File: src/logic/cgss_defs.svh
// constants of the clock generation status sequencer
`ifndef CGSS_DEFS_SVH
`define CGSS_DEFS_SVH

`define CGSS_CLK_PERIOD_NS      20
`define CGSS_LS_START_NS        2000000
`define CGSS_HS_START_NS        1000

`define CGSS_LS_STAB_COUNT      8192
`define CGSS_RC_STAB_COUNT      16
`define CGSS_HS_POR_STAB_COUNT  32768
`define CGSS_PLL_STAB_COUNT     8192
`define CGSS_PLL_STOP_COUNT     4096
`define CGSS_PLL_MULT           10'h1f4

`define CGSS_IDX_MODE           30'h0000f002
`define CGSS_IDX_FCON_ONE       30'h0000f003
`define CGSS_IDX_FCON_THREE     30'h0000f005
`define CGSS_IDX_STATUS         30'h0000f00a
`define CGSS_IDX_OPTION         30'h0000f00f

`define CGSS_STATUS_RESET       8'h06
`define CGSS_STATUS_LS_BIT      2
`define CGSS_STATUS_HS_BIT      1
`define CGSS_FCON_ONE_RESET     8'h03
`define CGSS_LOCK_BIT           7
`define CGSS_ENABLE_BIT         1
`define CGSS_SYSTEM_CLOCK_SELECT_BIT         0
`define CGSS_LS_CANCEL_BIT      2
`define CGSS_HS_CANCEL_BIT      1
`define CGSS_MODE_RESET         2'h0
`define CGSS_MODE_PLL           2'h2
`define CGSS_OPTION_BIT         0
`define CGSS_OPTION_RESET       1'h1

`endif

File: src/logic/cgss_pkg.sv
// types of the clock generation status sequencer
package cgss_pkg;
  typedef enum logic [1:0] {
    CGSS_OFF   = 2'b00,
    CGSS_START = 2'b01,
    CGSS_STAB  = 2'b10,
    CGSS_RUN   = 2'b11
  } cgss_phase_type;
endpackage

File: src/logic/cgss_sequencer.sv
// clock generation sequencer with oscillator status register on apb
`timescale 1ns/100ps
`include "cgss_defs.svh"

module cgss_sequencer #(
  parameter int unsigned LS_START_CYCLES =
    (`CGSS_LS_START_NS + `CGSS_CLK_PERIOD_NS - 1) / `CGSS_CLK_PERIOD_NS,
  parameter int unsigned HS_START_CYCLES =
    (`CGSS_HS_START_NS + `CGSS_CLK_PERIOD_NS - 1) / `CGSS_CLK_PERIOD_NS,
  parameter int unsigned HS_POR_COUNT    = `CGSS_HS_POR_STAB_COUNT,
  parameter int unsigned LS_STAB_COUNT   = `CGSS_LS_STAB_COUNT,
  parameter int unsigned PLL_STAB_COUNT  = `CGSS_PLL_STAB_COUNT,
  parameter int unsigned PLL_STOP_COUNT  = `CGSS_PLL_STOP_COUNT
) (
  input  wire logic        pclk,
  input  wire logic        presetn,
  input  wire logic        psel,
  input  wire logic        penable,
  input  wire logic        pwrite,
  input  wire logic [31:0] paddr,
  input  wire logic [31:0] pwdata,
  input  wire logic [3:0]  pstrb,
  output logic      [31:0] prdata,
  output logic             pready,
  output logic             pslverr,
  input  wire logic        stop_entry,
  input  wire logic        stop_release,
  input  wire logic        xtal_tick,
  input  wire logic        lsrc_tick,
  input  wire logic        hsrc_tick,
  input  wire logic        pll_tick,
  input  wire logic        xtal_failed,
  input  wire logic        pll_failed,
  output logic             xtal_enable,
  output logic             lsrc_enable,
  output logic             hsrc_enable,
  output logic             pll_enable,
  output logic      [9:0]  pll_multiplier,
  output logic             low_speed_clock_on,
  output logic             low_speed_from_xtal,
  output logic             low_speed_backup_active,
  output logic             high_speed_clock_on,
  output logic             high_speed_from_pll,
  output logic             system_clock_select,
  output logic             system_reset_hold,
  output logic             clock_backup_interrupt
);
  import cgss_pkg::*;

  localparam int CW = 24;

  // register state
  logic                 xtal_option;
  logic [1:0]           osc_mode;
  logic                 high_speed_enable;
  logic                 system_clock_select_hs;
  logic                 low_speed_status_flag;
  logic                 high_speed_status_flag;
  logic                 low_speed_backup_cancel;
  logic                 high_speed_backup_cancel;
  logic                 stopped;

  // low-speed sequencing state
  cgss_phase_type       ls_phase;
  logic [CW-1:0]        ls_cnt;
  logic [4:0]           ls_rc_cnt;
  logic                 ls_rc_arm;
  logic                 ls_after_stop;
  logic                 ls_supply;

  // high-speed sequencing state
  cgss_phase_type       hs_phase;
  logic [CW-1:0]        hs_cnt;
  logic [4:0]           hs_rc_cnt;
  logic                 hs_rc_arm;
  logic                 hs_after_stop;
  logic                 hs_por;
  logic                 hs_supply;

  // apb decode
  wire       setup      = psel & ~penable;
  wire       hit_mode   = paddr[31:2] == `CGSS_IDX_MODE;
  wire       hit_fone   = paddr[31:2] == `CGSS_IDX_FCON_ONE;
  wire       hit_fthree = paddr[31:2] == `CGSS_IDX_FCON_THREE;
  wire       hit_status = paddr[31:2] == `CGSS_IDX_STATUS;
  wire       hit_option = paddr[31:2] == `CGSS_IDX_OPTION;
  wire       hit_any    = (hit_mode | hit_fone | hit_fthree | hit_status | hit_option)
                          & (paddr[1:0] == 2'h0);
  wire       wr_do      = psel & penable & pready & pwrite & pstrb[0] & ~pslverr;
  wire       wr_mode    = wr_do & hit_mode;
  wire       wr_fone    = wr_do & hit_fone;
  wire       wr_fthree  = wr_do & hit_fthree;
  wire       wr_option  = wr_do & hit_option;
  wire [7:0] wbyte      = pwdata[7:0];

  wire mode_pll   = osc_mode == `CGSS_MODE_PLL;
  wire hs_bk_ok   = xtal_option & mode_pll;
  wire en_rise    = wr_fone & wbyte[`CGSS_ENABLE_BIT] & ~high_speed_enable;
  wire en_fall    = wr_fone & ~wbyte[`CGSS_ENABLE_BIT] & high_speed_enable;
  wire pll_locked = mode_pll & (hs_phase == CGSS_RUN);

  // read mux; the status register has no write path at all
  wire [7:0] rd_status = {5'h00, low_speed_status_flag, high_speed_status_flag, 1'b0};
  wire [7:0] rd_fone   = {pll_locked, 5'h00, high_speed_enable, system_clock_select_hs};
  wire [7:0] rd_fthree = {5'h00, low_speed_backup_cancel, high_speed_backup_cancel, 1'b0};
  wire [7:0] rd_byte   = hit_status ? rd_status :
                         hit_fone   ? rd_fone :
                         hit_fthree ? rd_fthree :
                         hit_mode   ? {6'h00, osc_mode} :
                         hit_option ? {7'h00, xtal_option} : 8'h00;

  // low-speed crystal sequence
  wire ls_start_done = (ls_phase == CGSS_START) & (ls_cnt == CW'(LS_START_CYCLES - 1));
  wire ls_stab_done  = (ls_phase == CGSS_STAB) & xtal_tick
                       & (ls_cnt == CW'(LS_STAB_COUNT - 1));
  wire ls_fail       = xtal_option & (ls_phase == CGSS_RUN) & xtal_failed;
  wire ls_restart    = stop_release & (ls_phase == CGSS_OFF);
  wire ls_irq        = xtal_option & ~stop_entry & (ls_stab_done | ls_fail);
  wire [CW-1:0] next_ls_cnt =
    (stop_entry | ls_fail | ls_start_done | ls_stab_done | ls_restart) ? '0 :
    (ls_phase == CGSS_START) ? ls_cnt + CW'(1) :
    ((ls_phase == CGSS_STAB) & xtal_tick) ? ls_cnt + CW'(1) : ls_cnt;
  cgss_phase_type next_ls_phase;
  assign next_ls_phase =
    stop_entry               ? CGSS_OFF :
    (ls_restart | ls_fail)   ? CGSS_START :
    ls_start_done            ? CGSS_STAB :
    ls_stab_done             ? CGSS_RUN : ls_phase;

  // low-speed rc start count: lsrc for the rc option, hsrc for the divided backup
  wire ls_rc_tick  = xtal_option ? hsrc_tick : lsrc_tick;
  wire ls_rc_done  = ls_rc_arm & ls_rc_tick & (ls_rc_cnt == 5'(`CGSS_RC_STAB_COUNT - 1));
  wire [4:0] next_ls_rc_cnt =
    (stop_entry | stop_release | ls_rc_done) ? 5'h00 :
    (ls_rc_arm & ls_rc_tick) ? ls_rc_cnt + 5'h01 : ls_rc_cnt;
  wire next_ls_rc_arm = stop_entry ? 1'b0 : stop_release ? 1'b1 :
                        ls_rc_done ? 1'b0 : ls_rc_arm;
  wire next_ls_supply =
    stop_entry ? 1'b0 :
    ((ls_rc_done & (~xtal_option | ls_after_stop))
     | (ls_stab_done & xtal_option)) ? 1'b1 : ls_supply;

  wire next_ls_flag =
    stop_entry                  ? 1'b1 :
    ~xtal_option                ? 1'b1 :
    ls_fail                     ? 1'b1 :
    ls_stab_done                ? 1'b0 : low_speed_status_flag;
  // hardware set beats a cancel write in the same cycle
  wire ls_bk_set    = xtal_option & (stop_release | ls_fail);
  wire ls_bk_cancel = wr_fthree & wbyte[`CGSS_LS_CANCEL_BIT];
  wire next_ls_backup =
    ~xtal_option ? 1'b0 :
    ls_bk_set    ? 1'b1 :
    ls_bk_cancel ? 1'b0 : low_speed_backup_cancel;

  // high-speed sequence
  wire hs_tick = (hs_por | ~mode_pll) ? hsrc_tick : pll_tick;
  wire [CW-1:0] hs_target =
    hs_por        ? CW'(HS_POR_COUNT) :
    ~mode_pll     ? CW'(`CGSS_RC_STAB_COUNT) :
    hs_after_stop ? CW'(PLL_STOP_COUNT) : CW'(PLL_STAB_COUNT);
  wire hs_start_done = (hs_phase == CGSS_START) & (hs_cnt == CW'(HS_START_CYCLES - 1));
  wire hs_stab_done  = (hs_phase == CGSS_STAB) & hs_tick & (hs_cnt == hs_target - CW'(1));
  wire hs_fail       = mode_pll & high_speed_enable & (hs_phase == CGSS_RUN) & pll_failed;
  wire hs_restart    = (stop_release & high_speed_enable & (hs_phase == CGSS_OFF)) | en_rise;
  wire hs_halt       = stop_entry | en_fall;
  wire [CW-1:0] next_hs_cnt =
    (hs_halt | hs_restart | hs_fail | hs_start_done | hs_stab_done) ? '0 :
    (hs_phase == CGSS_START) ? hs_cnt + CW'(1) :
    ((hs_phase == CGSS_STAB) & hs_tick) ? hs_cnt + CW'(1) : hs_cnt;
  cgss_phase_type next_hs_phase;
  assign next_hs_phase =
    hs_halt                ? CGSS_OFF :
    (hs_restart | hs_fail) ? CGSS_START :
    hs_start_done          ? CGSS_STAB :
    hs_stab_done           ? CGSS_RUN : hs_phase;

  // rc backup count after release runs beside the pll count
  wire hs_rc_done = hs_rc_arm & hsrc_tick & (hs_rc_cnt == 5'(`CGSS_RC_STAB_COUNT - 1));
  wire [4:0] next_hs_rc_cnt =
    (hs_halt | stop_release | hs_rc_done) ? 5'h00 :
    (hs_rc_arm & hsrc_tick) ? hs_rc_cnt + 5'h01 : hs_rc_cnt;
  wire next_hs_rc_arm = hs_halt ? 1'b0 :
                        (stop_release & high_speed_enable & hs_bk_ok) ? 1'b1 :
                        hs_rc_done ? 1'b0 : hs_rc_arm;
  wire next_hs_supply = hs_halt ? 1'b0 :
                        (hs_stab_done | hs_rc_done) ? 1'b1 : hs_supply;

  wire next_hs_flag =
    ~hs_bk_ok                                  ? high_speed_status_flag :
    stop_entry                                 ? 1'b1 :
    hs_fail                                    ? 1'b1 :
    (~high_speed_enable | en_fall)             ? 1'b0 :
    (hs_stab_done & ~hs_por)                   ? 1'b0 : high_speed_status_flag;
  wire hs_bk_set    = hs_bk_ok & ((stop_release & high_speed_enable) | hs_fail);
  wire hs_bk_cancel = wr_fthree & wbyte[`CGSS_HS_CANCEL_BIT];
  wire next_hs_backup =
    ~hs_bk_ok    ? 1'b0 :
    hs_bk_set    ? 1'b1 :
    hs_bk_cancel ? 1'b0 : high_speed_backup_cancel;

  wire next_enable = wr_fone ? wbyte[`CGSS_ENABLE_BIT] : high_speed_enable;
  // system clock falls back to low speed whenever the high-speed enable bit is cleared; stop entry leaves the select as it is
  wire next_system_clock_select = ~next_enable ? 1'b0 :
                     wr_fone ? wbyte[`CGSS_SYSTEM_CLOCK_SELECT_BIT] : system_clock_select_hs;
  wire next_stopped = stop_entry ? 1'b1 : stop_release ? 1'b0 : stopped;

  // output views
  wire next_xtal_en  = xtal_option & (next_ls_phase != CGSS_OFF);
  wire next_lsrc_en  = ~xtal_option & ~next_stopped;
  wire next_pll_en   = mode_pll & next_enable & ~next_stopped;
  wire next_from_pll = mode_pll & ~next_hs_backup;

  // apb slave: zero wait states, data latched at setup
  always_ff @(posedge pclk or negedge presetn) begin
    if (!presetn) begin
      pready  <= 1'b0;
      pslverr <= 1'b0;
      prdata  <= 32'h0000_0000;
    end else begin
      pready  <= setup;
      pslverr <= setup & ~hit_any;
      prdata  <= setup ? {24'h00_0000, hit_any ? rd_byte : 8'h00} : prdata;
    end
  end

  // software-owned configuration
  always_ff @(posedge pclk or negedge presetn) begin
    if (!presetn) begin
      xtal_option       <= `CGSS_OPTION_RESET;
      osc_mode          <= `CGSS_MODE_RESET;
      high_speed_enable <= 1'(`CGSS_FCON_ONE_RESET >> `CGSS_ENABLE_BIT);
      system_clock_select_hs         <= 1'(`CGSS_FCON_ONE_RESET >> `CGSS_SYSTEM_CLOCK_SELECT_BIT);
    end else begin
      xtal_option       <= wr_option ? wbyte[`CGSS_OPTION_BIT] : xtal_option;
      osc_mode          <= wr_mode ? wbyte[1:0] : osc_mode;
      high_speed_enable <= next_enable;
      system_clock_select_hs         <= next_system_clock_select;
    end
  end

  // status flags and backup bits
  always_ff @(posedge pclk or negedge presetn) begin
    if (!presetn) begin
      low_speed_status_flag    <= 1'(`CGSS_STATUS_RESET >> `CGSS_STATUS_LS_BIT);
      high_speed_status_flag   <= 1'(`CGSS_STATUS_RESET >> `CGSS_STATUS_HS_BIT);
      low_speed_backup_cancel  <= 1'b1;
      high_speed_backup_cancel <= 1'b0;
      stopped                  <= 1'b0;
    end else begin
      low_speed_status_flag    <= next_ls_flag;
      high_speed_status_flag   <= next_hs_flag;
      low_speed_backup_cancel  <= next_ls_backup;
      high_speed_backup_cancel <= next_hs_backup;
      stopped                  <= next_stopped;
    end
  end

  // low-speed sequencer; power-on starts the crystal count
  always_ff @(posedge pclk or negedge presetn) begin
    if (!presetn) begin
      ls_phase      <= CGSS_START;
      ls_cnt        <= '0;
      ls_rc_cnt     <= 5'h00;
      ls_rc_arm     <= 1'b1;
      ls_after_stop <= 1'b0;
      ls_supply     <= 1'b0;
    end else begin
      ls_phase      <= next_ls_phase;
      ls_cnt        <= next_ls_cnt;
      ls_rc_cnt     <= next_ls_rc_cnt;
      ls_rc_arm     <= next_ls_rc_arm;
      ls_after_stop <= stop_release ? 1'b1 : ls_after_stop;
      ls_supply     <= next_ls_supply;
    end
  end

  // high-speed sequencer; power-on runs the rc oscillator under system reset
  always_ff @(posedge pclk or negedge presetn) begin
    if (!presetn) begin
      hs_phase      <= CGSS_START;
      hs_cnt        <= '0;
      hs_rc_cnt     <= 5'h00;
      hs_rc_arm     <= 1'b0;
      hs_after_stop <= 1'b0;
      hs_por        <= 1'b1;
      hs_supply     <= 1'b0;
    end else begin
      hs_phase      <= next_hs_phase;
      hs_cnt        <= next_hs_cnt;
      hs_rc_cnt     <= next_hs_rc_cnt;
      hs_rc_arm     <= next_hs_rc_arm;
      hs_after_stop <= stop_release ? 1'b1 : en_rise ? 1'b0 : hs_after_stop;
      hs_por        <= (hs_stab_done | hs_halt) ? 1'b0 : hs_por;
      hs_supply     <= next_hs_supply;
    end
  end

  // outputs, all registered
  always_ff @(posedge pclk or negedge presetn) begin
    if (!presetn) begin
      xtal_enable             <= 1'b0;
      lsrc_enable             <= 1'b0;
      hsrc_enable             <= 1'b0;
      pll_enable              <= 1'b0;
      pll_multiplier          <= 10'h000;
      low_speed_clock_on      <= 1'b0;
      low_speed_from_xtal     <= 1'b0;
      low_speed_backup_active <= 1'b0;
      high_speed_clock_on     <= 1'b0;
      high_speed_from_pll     <= 1'b0;
      system_clock_select     <= 1'b0;
      system_reset_hold       <= 1'b1;
      clock_backup_interrupt  <= 1'b0;
    end else begin
      xtal_enable             <= next_xtal_en;
      lsrc_enable             <= next_lsrc_en;
      hsrc_enable             <= ~next_stopped;
      pll_enable              <= next_pll_en;
      pll_multiplier          <= `CGSS_PLL_MULT;
      low_speed_clock_on      <= next_ls_supply;
      low_speed_from_xtal     <= xtal_option & ~next_ls_backup;
      low_speed_backup_active <= next_ls_backup;
      high_speed_clock_on     <= next_hs_supply;
      high_speed_from_pll     <= next_from_pll;
      system_clock_select     <= next_system_clock_select;
      system_reset_hold       <= hs_por & ~hs_stab_done;
      clock_backup_interrupt  <= ls_irq;
    end
  end

endmodule

File: config.mk
export PLATFORM = sky130hd
export DESIGN_NAME = cgss_sequencer
export DESIGN_NICKNAME = d
export VERILOG_FILES = /design/src/logic/cgss_pkg.sv /design/src/logic/cgss_sequencer.sv
export VERILOG_INCLUDE_DIRS = /design/src /design/src/logic
export SDC_FILE = /design/constraint.sdc
export NUM_CORES = 1
export LEC_CHECK = 0
export BUFFER_PORTS_ARGS = -buffer_cell sky130_fd_sc_hd__buf_2
export CAP_MARGIN = 10
export CORE_MARGIN = 3
export CORE_UTILIZATION = 40
export DETAILED_ROUTE_END_ITERATION = 8
export GPL_ROUTABILITY_DRIVEN = 0
export PLACE_DENSITY = 0.71
export SYNTH_ARGS = -nofsm -noshare
export SYNTH_HDL_FRONTEND = slang
export SYNTH_SLANG_ARGS = --single-unit
File: constraint.sdc
create_clock -name pclk -period 2.83 [get_ports pclk]
set_input_delay 0.283 -clock pclk [delete_from_list [all_inputs] [get_ports pclk]]
set_output_delay 0.283 -clock pclk [all_outputs]
set_load 0.05 [all_outputs]
==> flow_metrics.tcl, run 1 <==
set metrics [dict create \
    cp_max_fo 25 \
    postCtsSetupBuffers 0 \
    ys_warn_count 0 \
    wl_per_cell_um 14.29 \
    setup.worst_path.end_class "register" \
    drv_cap 0 \
    fin_crit_ns 2.411 \
    via_per_inst 5.142 \
    start_util 0.4154 \
    area_growth_pct 12.69 \
    insertion_delay_ns 0.35 \
    power_density_mw_per_mm2 485.8 \
    drt-total-wl_mm 11.48 \
    peakVddDrop_mv 0.4599 \
    syn_area_per_cell_um2 9.392 \
    synth_edf_count 0 \
    core_mm2 0.01277 \
    final_nets 714 \
    synth_top_flop_cell "dfrtp_1" \
    dpl.hpwl_mm 8.413 \
    status "complete, no violations" \
    fillerInstances 1200 \
    grt_pass1_wl_mm 19.38 \
    die_area_mm2 0.01468 \
    drive_above_1_share 0.2060 \
    num_vias 4129 \
    htreeDepth 3 \
    cts_resized 0 \
    grt_use_total 0.1643 \
    mostFrequentLayoutCell "nor2_1" \
    worst_pin_slew_ns 0.8002 \
    maxSlewViolCount 0 \
    drtIter0Drc 216 \
    diodes 0 \
    crit_type "register to register" \
    die_h_um 121.2 \
    slew_headroom 0.4666 \
    detail-route-antenna-nets 0 \
    path_clk_slew_ns 0.06 \
    synth-seq-cells 96 \
    cts_buffer_depth 2 \
    overflow 0 \
    cp.arrival_ns 2.65 \
    skew_ns 0.007444 \
    io-pin-count 137 \
    hold_class "input port to asynchronous set/reset pin" \
    synth_area_mm2 0.005306 \
    fp-row-count 41 \
    yosysSeqAreaShare 0.4553 \
    p_total_uw 2905 \
    grt_max_degree 63 \
    grt_pass1_vias 4151 \
    drc 0 \
    p_leak_uw 0.002673 \
    r2r_cells 6 \
    fin_tns_setup_ns 0 \
    hold_viol 0 \
    ys_async_sr_fraction 1.000 \
    cts_hold_buf 0 \
    root_buffer "clkbuf_16" \
    dr.pass1.iters 4 \
    start_kind "register" \
    numCtsBuffers 9 \
    startpoint "hs_por$_DFFE_PN1P_" \
    fmax_mhz 414.7 \
    cts_sinks 96 \
    antenna_found_initial 0 \
    synth_cell_type_count 60 \
    worstReg2RegStart "hs_por$_DFFE_PN1P_" \
    cts_tree "yes" \
    grt_setup_unrepaired "false" \
    syn-instance-count 565 \
    period_share 0.8521 \
    setup_viol 0 \
    die_x_um 121.2 \
    worstPathRequired_ns 3.06 \
    io_buffers 72 \
    final_cell_mix "94 x nor2_1, 85 x dfrtp_1, 71 x buf_2" \
]
-- cells in the mapped netlist, drive strengths merged, types with 3 or more instances --
library cell | number | area, um^2
a211oi | 4 | 30.03
a21oi | 17 | 85.08
a31oi | 3 | 18.77
and2 | 7 | 43.79
and3 | 12 | 75.07
buf | 46 | 327.8
clkbuf | 11 | 41.29
dfrtp | 85 | 2127
dfstp | 11 | 289.0
ha | 7 | 87.58
inv | 15 | 56.30
mux2 | 5 | 56.30
mux2i | 5 | 50.05
nand2 | 43 | 161.4
nand2b | 7 | 43.79
nand3 | 20 | 105.1
nand3b | 4 | 30.03
nand4 | 26 | 175.2
nor2 | 94 | 352.8
nor2b | 5 | 31.28
nor3 | 19 | 100.1
nor3b | 7 | 62.56
nor4 | 14 | 127.6
nor4b | 3 | 32.53
o2111ai | 3 | 38.79
o21ai | 10 | 50.05
o31ai | 3 | 22.52
or2 | 3 | 18.77
xnor2 | 20 | 175.2
xor2 | 28 | 245.2
-- report_power, final --
part           switching [uW]  internal, uW
combinational             215          54.0
sequential               6.70          1380
clock                     533           714
total                     754          2150
-- logic make-up after synthesis --
group / count (synthesis) / synth area share
fa+ha+maj: 7 / 0.01650
compound gates: 54 / 0.07098
simple gates: 276 / 0.2763
buf+inv: 72 / 0.08017
flops: 96 / 0.4553
mux: 10 / 0.02004
other cells: 2 / 0.001415
xor+xnor: 48 / 0.07923
-- path summary, 6_finish.rpt --
path / end / slack, ns
hold / removal: hs_cnt[9]$_DFFE_PN0P_ / 0.02
setup reg to reg: hs_cnt[1]$_DFFE_PN0P_ / 0.42
max in group asynchronous: ls_phase[0]$_DFF_PN1_ / 2.08
setup / recovery: hs_cnt[1]$_DFFE_PN0P_ / 0.42
min in group pclk: xtal_option$_DFFE_PN1P_ / 0.23
hold reg to reg: ls_after_stop$_DFFE_PN0P_ / 0.48
-- per-stage QoR --
stage | worst slack, ns | hold slack (ns) | util | instance area, um^2 | instances
2_1_floorplan | 0.8547 | -0.01259 | - | 5423 | 596
5_1_grt | 0.2330 | 0.08128 | 0.4681 | 5979 | 803
3_3_place_gp | 0.4890 | 0.4267 | 0.4442 | 5674 | 787
3_5_place_dp | 0.3859 | 0.4288 | 0.4442 | 5674 | 787
4_1_cts | 0.3652 | 0.05228 | 0.4681 | 5979 | 803
6_report | 0.4186 | 0.02194 | 0.4681 | 5979 | 803
-- critical path, cell delays in order, from the launching register on --
cell and delay (ns):
dfstp_2 0.62, nor3b_1 0.07, a31oi_1 0.14, a21boi_0 0.11, o2111ai_2 0.36, nand4_2 0.59
a211oi_1 0.41
-- sequential cells by signal, indices dropped and copies added, names as in the netlist, 2 cells and up --
register and cells:
ls_phase 2, osc_mode 2, ls_cnt 24, hs_phase 2
hs_cnt 24, hs_rc_cnt 5, prdata 4, ls_rc_cnt 5
-- area by class of cell --
class / instances / area, um^2 / area share
inverters: 15 / 56.30 / 0.009416
multi-input cells: 428 / 2581 / 0.4317
clock buffers: 10 / 239.0 / 0.03997
repair buffers: 76 / 405.4 / 0.06780
clock inverters: 6 / 66.31 / 0.01109
well taps: 172 / 215.2 / 0.03599
flip-flops and latches: 96 / 2416 / 0.4041
-- metal layers --
metal	global-route usage	part of all wire	vias to the layer above
met2	0.2810	0.50	101
met3	0.04802	0.047	12
met4	0.05882	0.019	0
met1	0.1970	0.43	2012
met5	0	0	-
li1	-	-	2004
Power figures use the tool's default switching activity.
==> run 2, diff against run 1 <==
--- a/config.mk
+++ b/config.mk
@@ -12,7 +12,8 @@
 export CORE_UTILIZATION = 40
 export DETAILED_ROUTE_END_ITERATION = 8
 export GPL_ROUTABILITY_DRIVEN = 0
-export PLACE_DENSITY = 0.71
+export PLACE_DENSITY = 0.68
+export SLEW_MARGIN = 20
 export SYNTH_ARGS = -nofsm -noshare
 export SYNTH_HDL_FRONTEND = slang
 export SYNTH_SLANG_ARGS = --single-unit
==> constraint.sdc (replaced) <==
create_clock -name pclk -period 2.3 [get_ports pclk]
set_input_delay 0.23 -clock pclk [delete_from_list [all_inputs] [get_ports pclk]]
set_output_delay 0.23 -clock pclk [all_outputs]
set_load 0.05 [all_outputs]
==> run 2 against run 1 <==
  * Flip-flop and latch count stayed put
  * Die area is the same
  * Setup slack got worse by 0.26 ns
  * Hold slack better by 0.16 ns
  * Register-to-register slack got worse by 0.26 ns
  * Largest power group is now the clock network
  * Highest routed layer unchanged
==> flow_metrics.tcl, run 2 (synthesis gave the netlist of run 1 again) <==
set metrics [dict create \
    status "complete, no violations" \
    fp-row-count 41 \
    drtIter0Drc 195 \
    maxSlewViolCount 0 \
    grt_setup_unrepaired "false" \
    worstPathRequired_ns 2.54 \
    cts_sinks 96 \
    area_growth_pct 15.42 \
    numCtsBuffers 9 \
    reg_top3 "hs_cnt x24, ls_cnt x24" \
    final_cell_mix "94 x nor2_1, 85 x dfrtp_1, 71 x buf_2" \
    cp.arrival_ns 2.39 \
    die_x_um 121.2 \
    grt_max_degree 44 \
    dp_cells 793 \
    postCtsSetupBuffers 0 \
    final_nets 721 \
    setup_viol 0 \
    io_buffers 72 \
    peakVddDrop_mv 0.3688 \
    root_buffer "clkbuf_16" \
    grt_use_total 0.1645 \
    grt_pass1_wl_mm 19.51 \
    via_per_inst 5.079 \
    antenna_found_initial 0 \
    overflow 0 \
    seqPwrFrac 0.449 \
    cp_max_fo 11 \
    setup.worst_path.end_class "register" \
    cts_tree "yes" \
    grt_pass1_vias 4124 \
    intPower_uw 2897 \
    period_share 0.9330 \
    hold_viol 0 \
    path_clk_slew_ns 0.07 \
    core_mm2 0.01277 \
    io-pin-count 137 \
    fin_tns_setup_ns 0 \
    swShare 0.2400 \
    worst_pin_slew_ns 0.5172 \
    design_area_mm2 0.006125 \
    num_vias 4114 \
    p_total_uw 3812 \
    diodes 0 \
    cts_buffer_depth 2 \
    start_kind "register" \
    mostFrequentLayoutCell "nor2_1" \
    start_util 0.4154 \
    drc 0 \
    combPwrFrac 0.089 \
    slew_headroom 0.6526 \
    skew_ns 0.007200 \
    drv_cap 0 \
    drive_above_1_share 0.2147 \
    die_area_mm2 0.01468 \
    dpl.hpwl_mm 8.545 \
    placed_area_mm2 0.005744 \
    wl_per_cell_um 14.10 \
    p_leak_uw 0.002738 \
    drt-total-wl_mm 11.42 \
    hold_class "input port to register" \
    hold_slack_ns 0.1807 \
    htreeDepth 3 \
    clockPowerShare 0.462 \
    fillerInstances 1218 \
    die_h_um 121.2 \
    fin_cells 810 \
    p_sw_uw 914.9 \
    fmax_mhz 466.0 \
    insertion_delay_ns 0.35 \
    detail-route-antenna-nets 0 \
    crit_type "register to register" \
    fin_crit_ns 2.146 \
    dr.pass1.iters 5 \
    power_density_mw_per_mm2 622.4 \
]
-- run 2: cell count changes in the layout (fill, tap and decap cells not counted), sizes merged, moves of 2 or more --
cell    change
buf         +6
bufinv      +2
clkinv      -2
inv         -2
-- run 2: repair_timing --
| action | 4_1_cts | 5_1_grt |
|---|---|---|
| hold buffers | 1 | 0 |
| setup endpoints to repair | 0 | 3 |
| resized for setup | 0 | 2 |
| endpoints found under the hold margin | 32 | 0 |
-- run 2: power groups by stage --
stage	combinational, uW	sequential, uW	clock, uW
6_report	340	1710	1760
5_1_grt	367	1710	1880
4_1_cts	343	1710	1800
3_5_place_dp	341	1740	0
3_3_place_gp	336	1740	0
2_1_floorplan	250	1760	0
-- run 2: final cells by class --
class                   instances  area (um^2)  area share
inverters                      15        56.30    0.009193
well taps                     172        215.2     0.03514
repair buffers                 83        485.5     0.07926
multi-input cells             428         2596      0.4239
flip-flops and latches         96         2416      0.3945
clock buffers                  11        252.7     0.04127
clock inverters                 5        102.6     0.01675
-- run 2: per-layer routing --
metal / share of wire / track usage
met4: 0.022 / 0.06863
met5: 0 / 0
met3: 0.039 / 0.03217
met1: 0.44 / 0.2113
met2: 0.50 / 0.2723
-- run 2: path summary, 6_finish.rpt --
path,startpoint,endpoint,slack [ns],cells past startpoint
max,osc_mode[0]$_DFFE_PN0P_,hs_cnt[18]$_DFFE_PN0P_,0.15,6
min,pwdata[0],xtal_option$_DFFE_PN1P_,0.18,2
max reg2reg,osc_mode[0]$_DFFE_PN0P_,hs_cnt[18]$_DFFE_PN0P_,0.15,6
min reg2reg,ls_after_stop$_DFFE_PN0P_,ls_after_stop$_DFFE_PN0P_,0.46,1
max in group asynchronous,presetn,system_clock_select_hs$_DFF_PN1_,1.24,3
min in group asynchronous,presetn,hs_cnt[22]$_DFFE_PN0P_,0.37,2
-- run 2: critical path: stages, from the launching register on --
cell	delay, ns
dfrtp_1	0.41
nor3b_1	0.30
mux2i_2	0.44
o211a_1	0.46
nand4_1	0.19
xor2_1	0.18
nor2_1	0.05
-- run 2: per-stage QoR --
stage / utilization / setup slack (ns)
after floorplan: - / 0.3247
after global placement: 0.4497 / 0.2069
after detailed placement: 0.4497 / 0.1602
after CTS: 0.4783 / 0.1504
after global routing: 0.4795 / 0.02252
final: 0.4795 / 0.1541
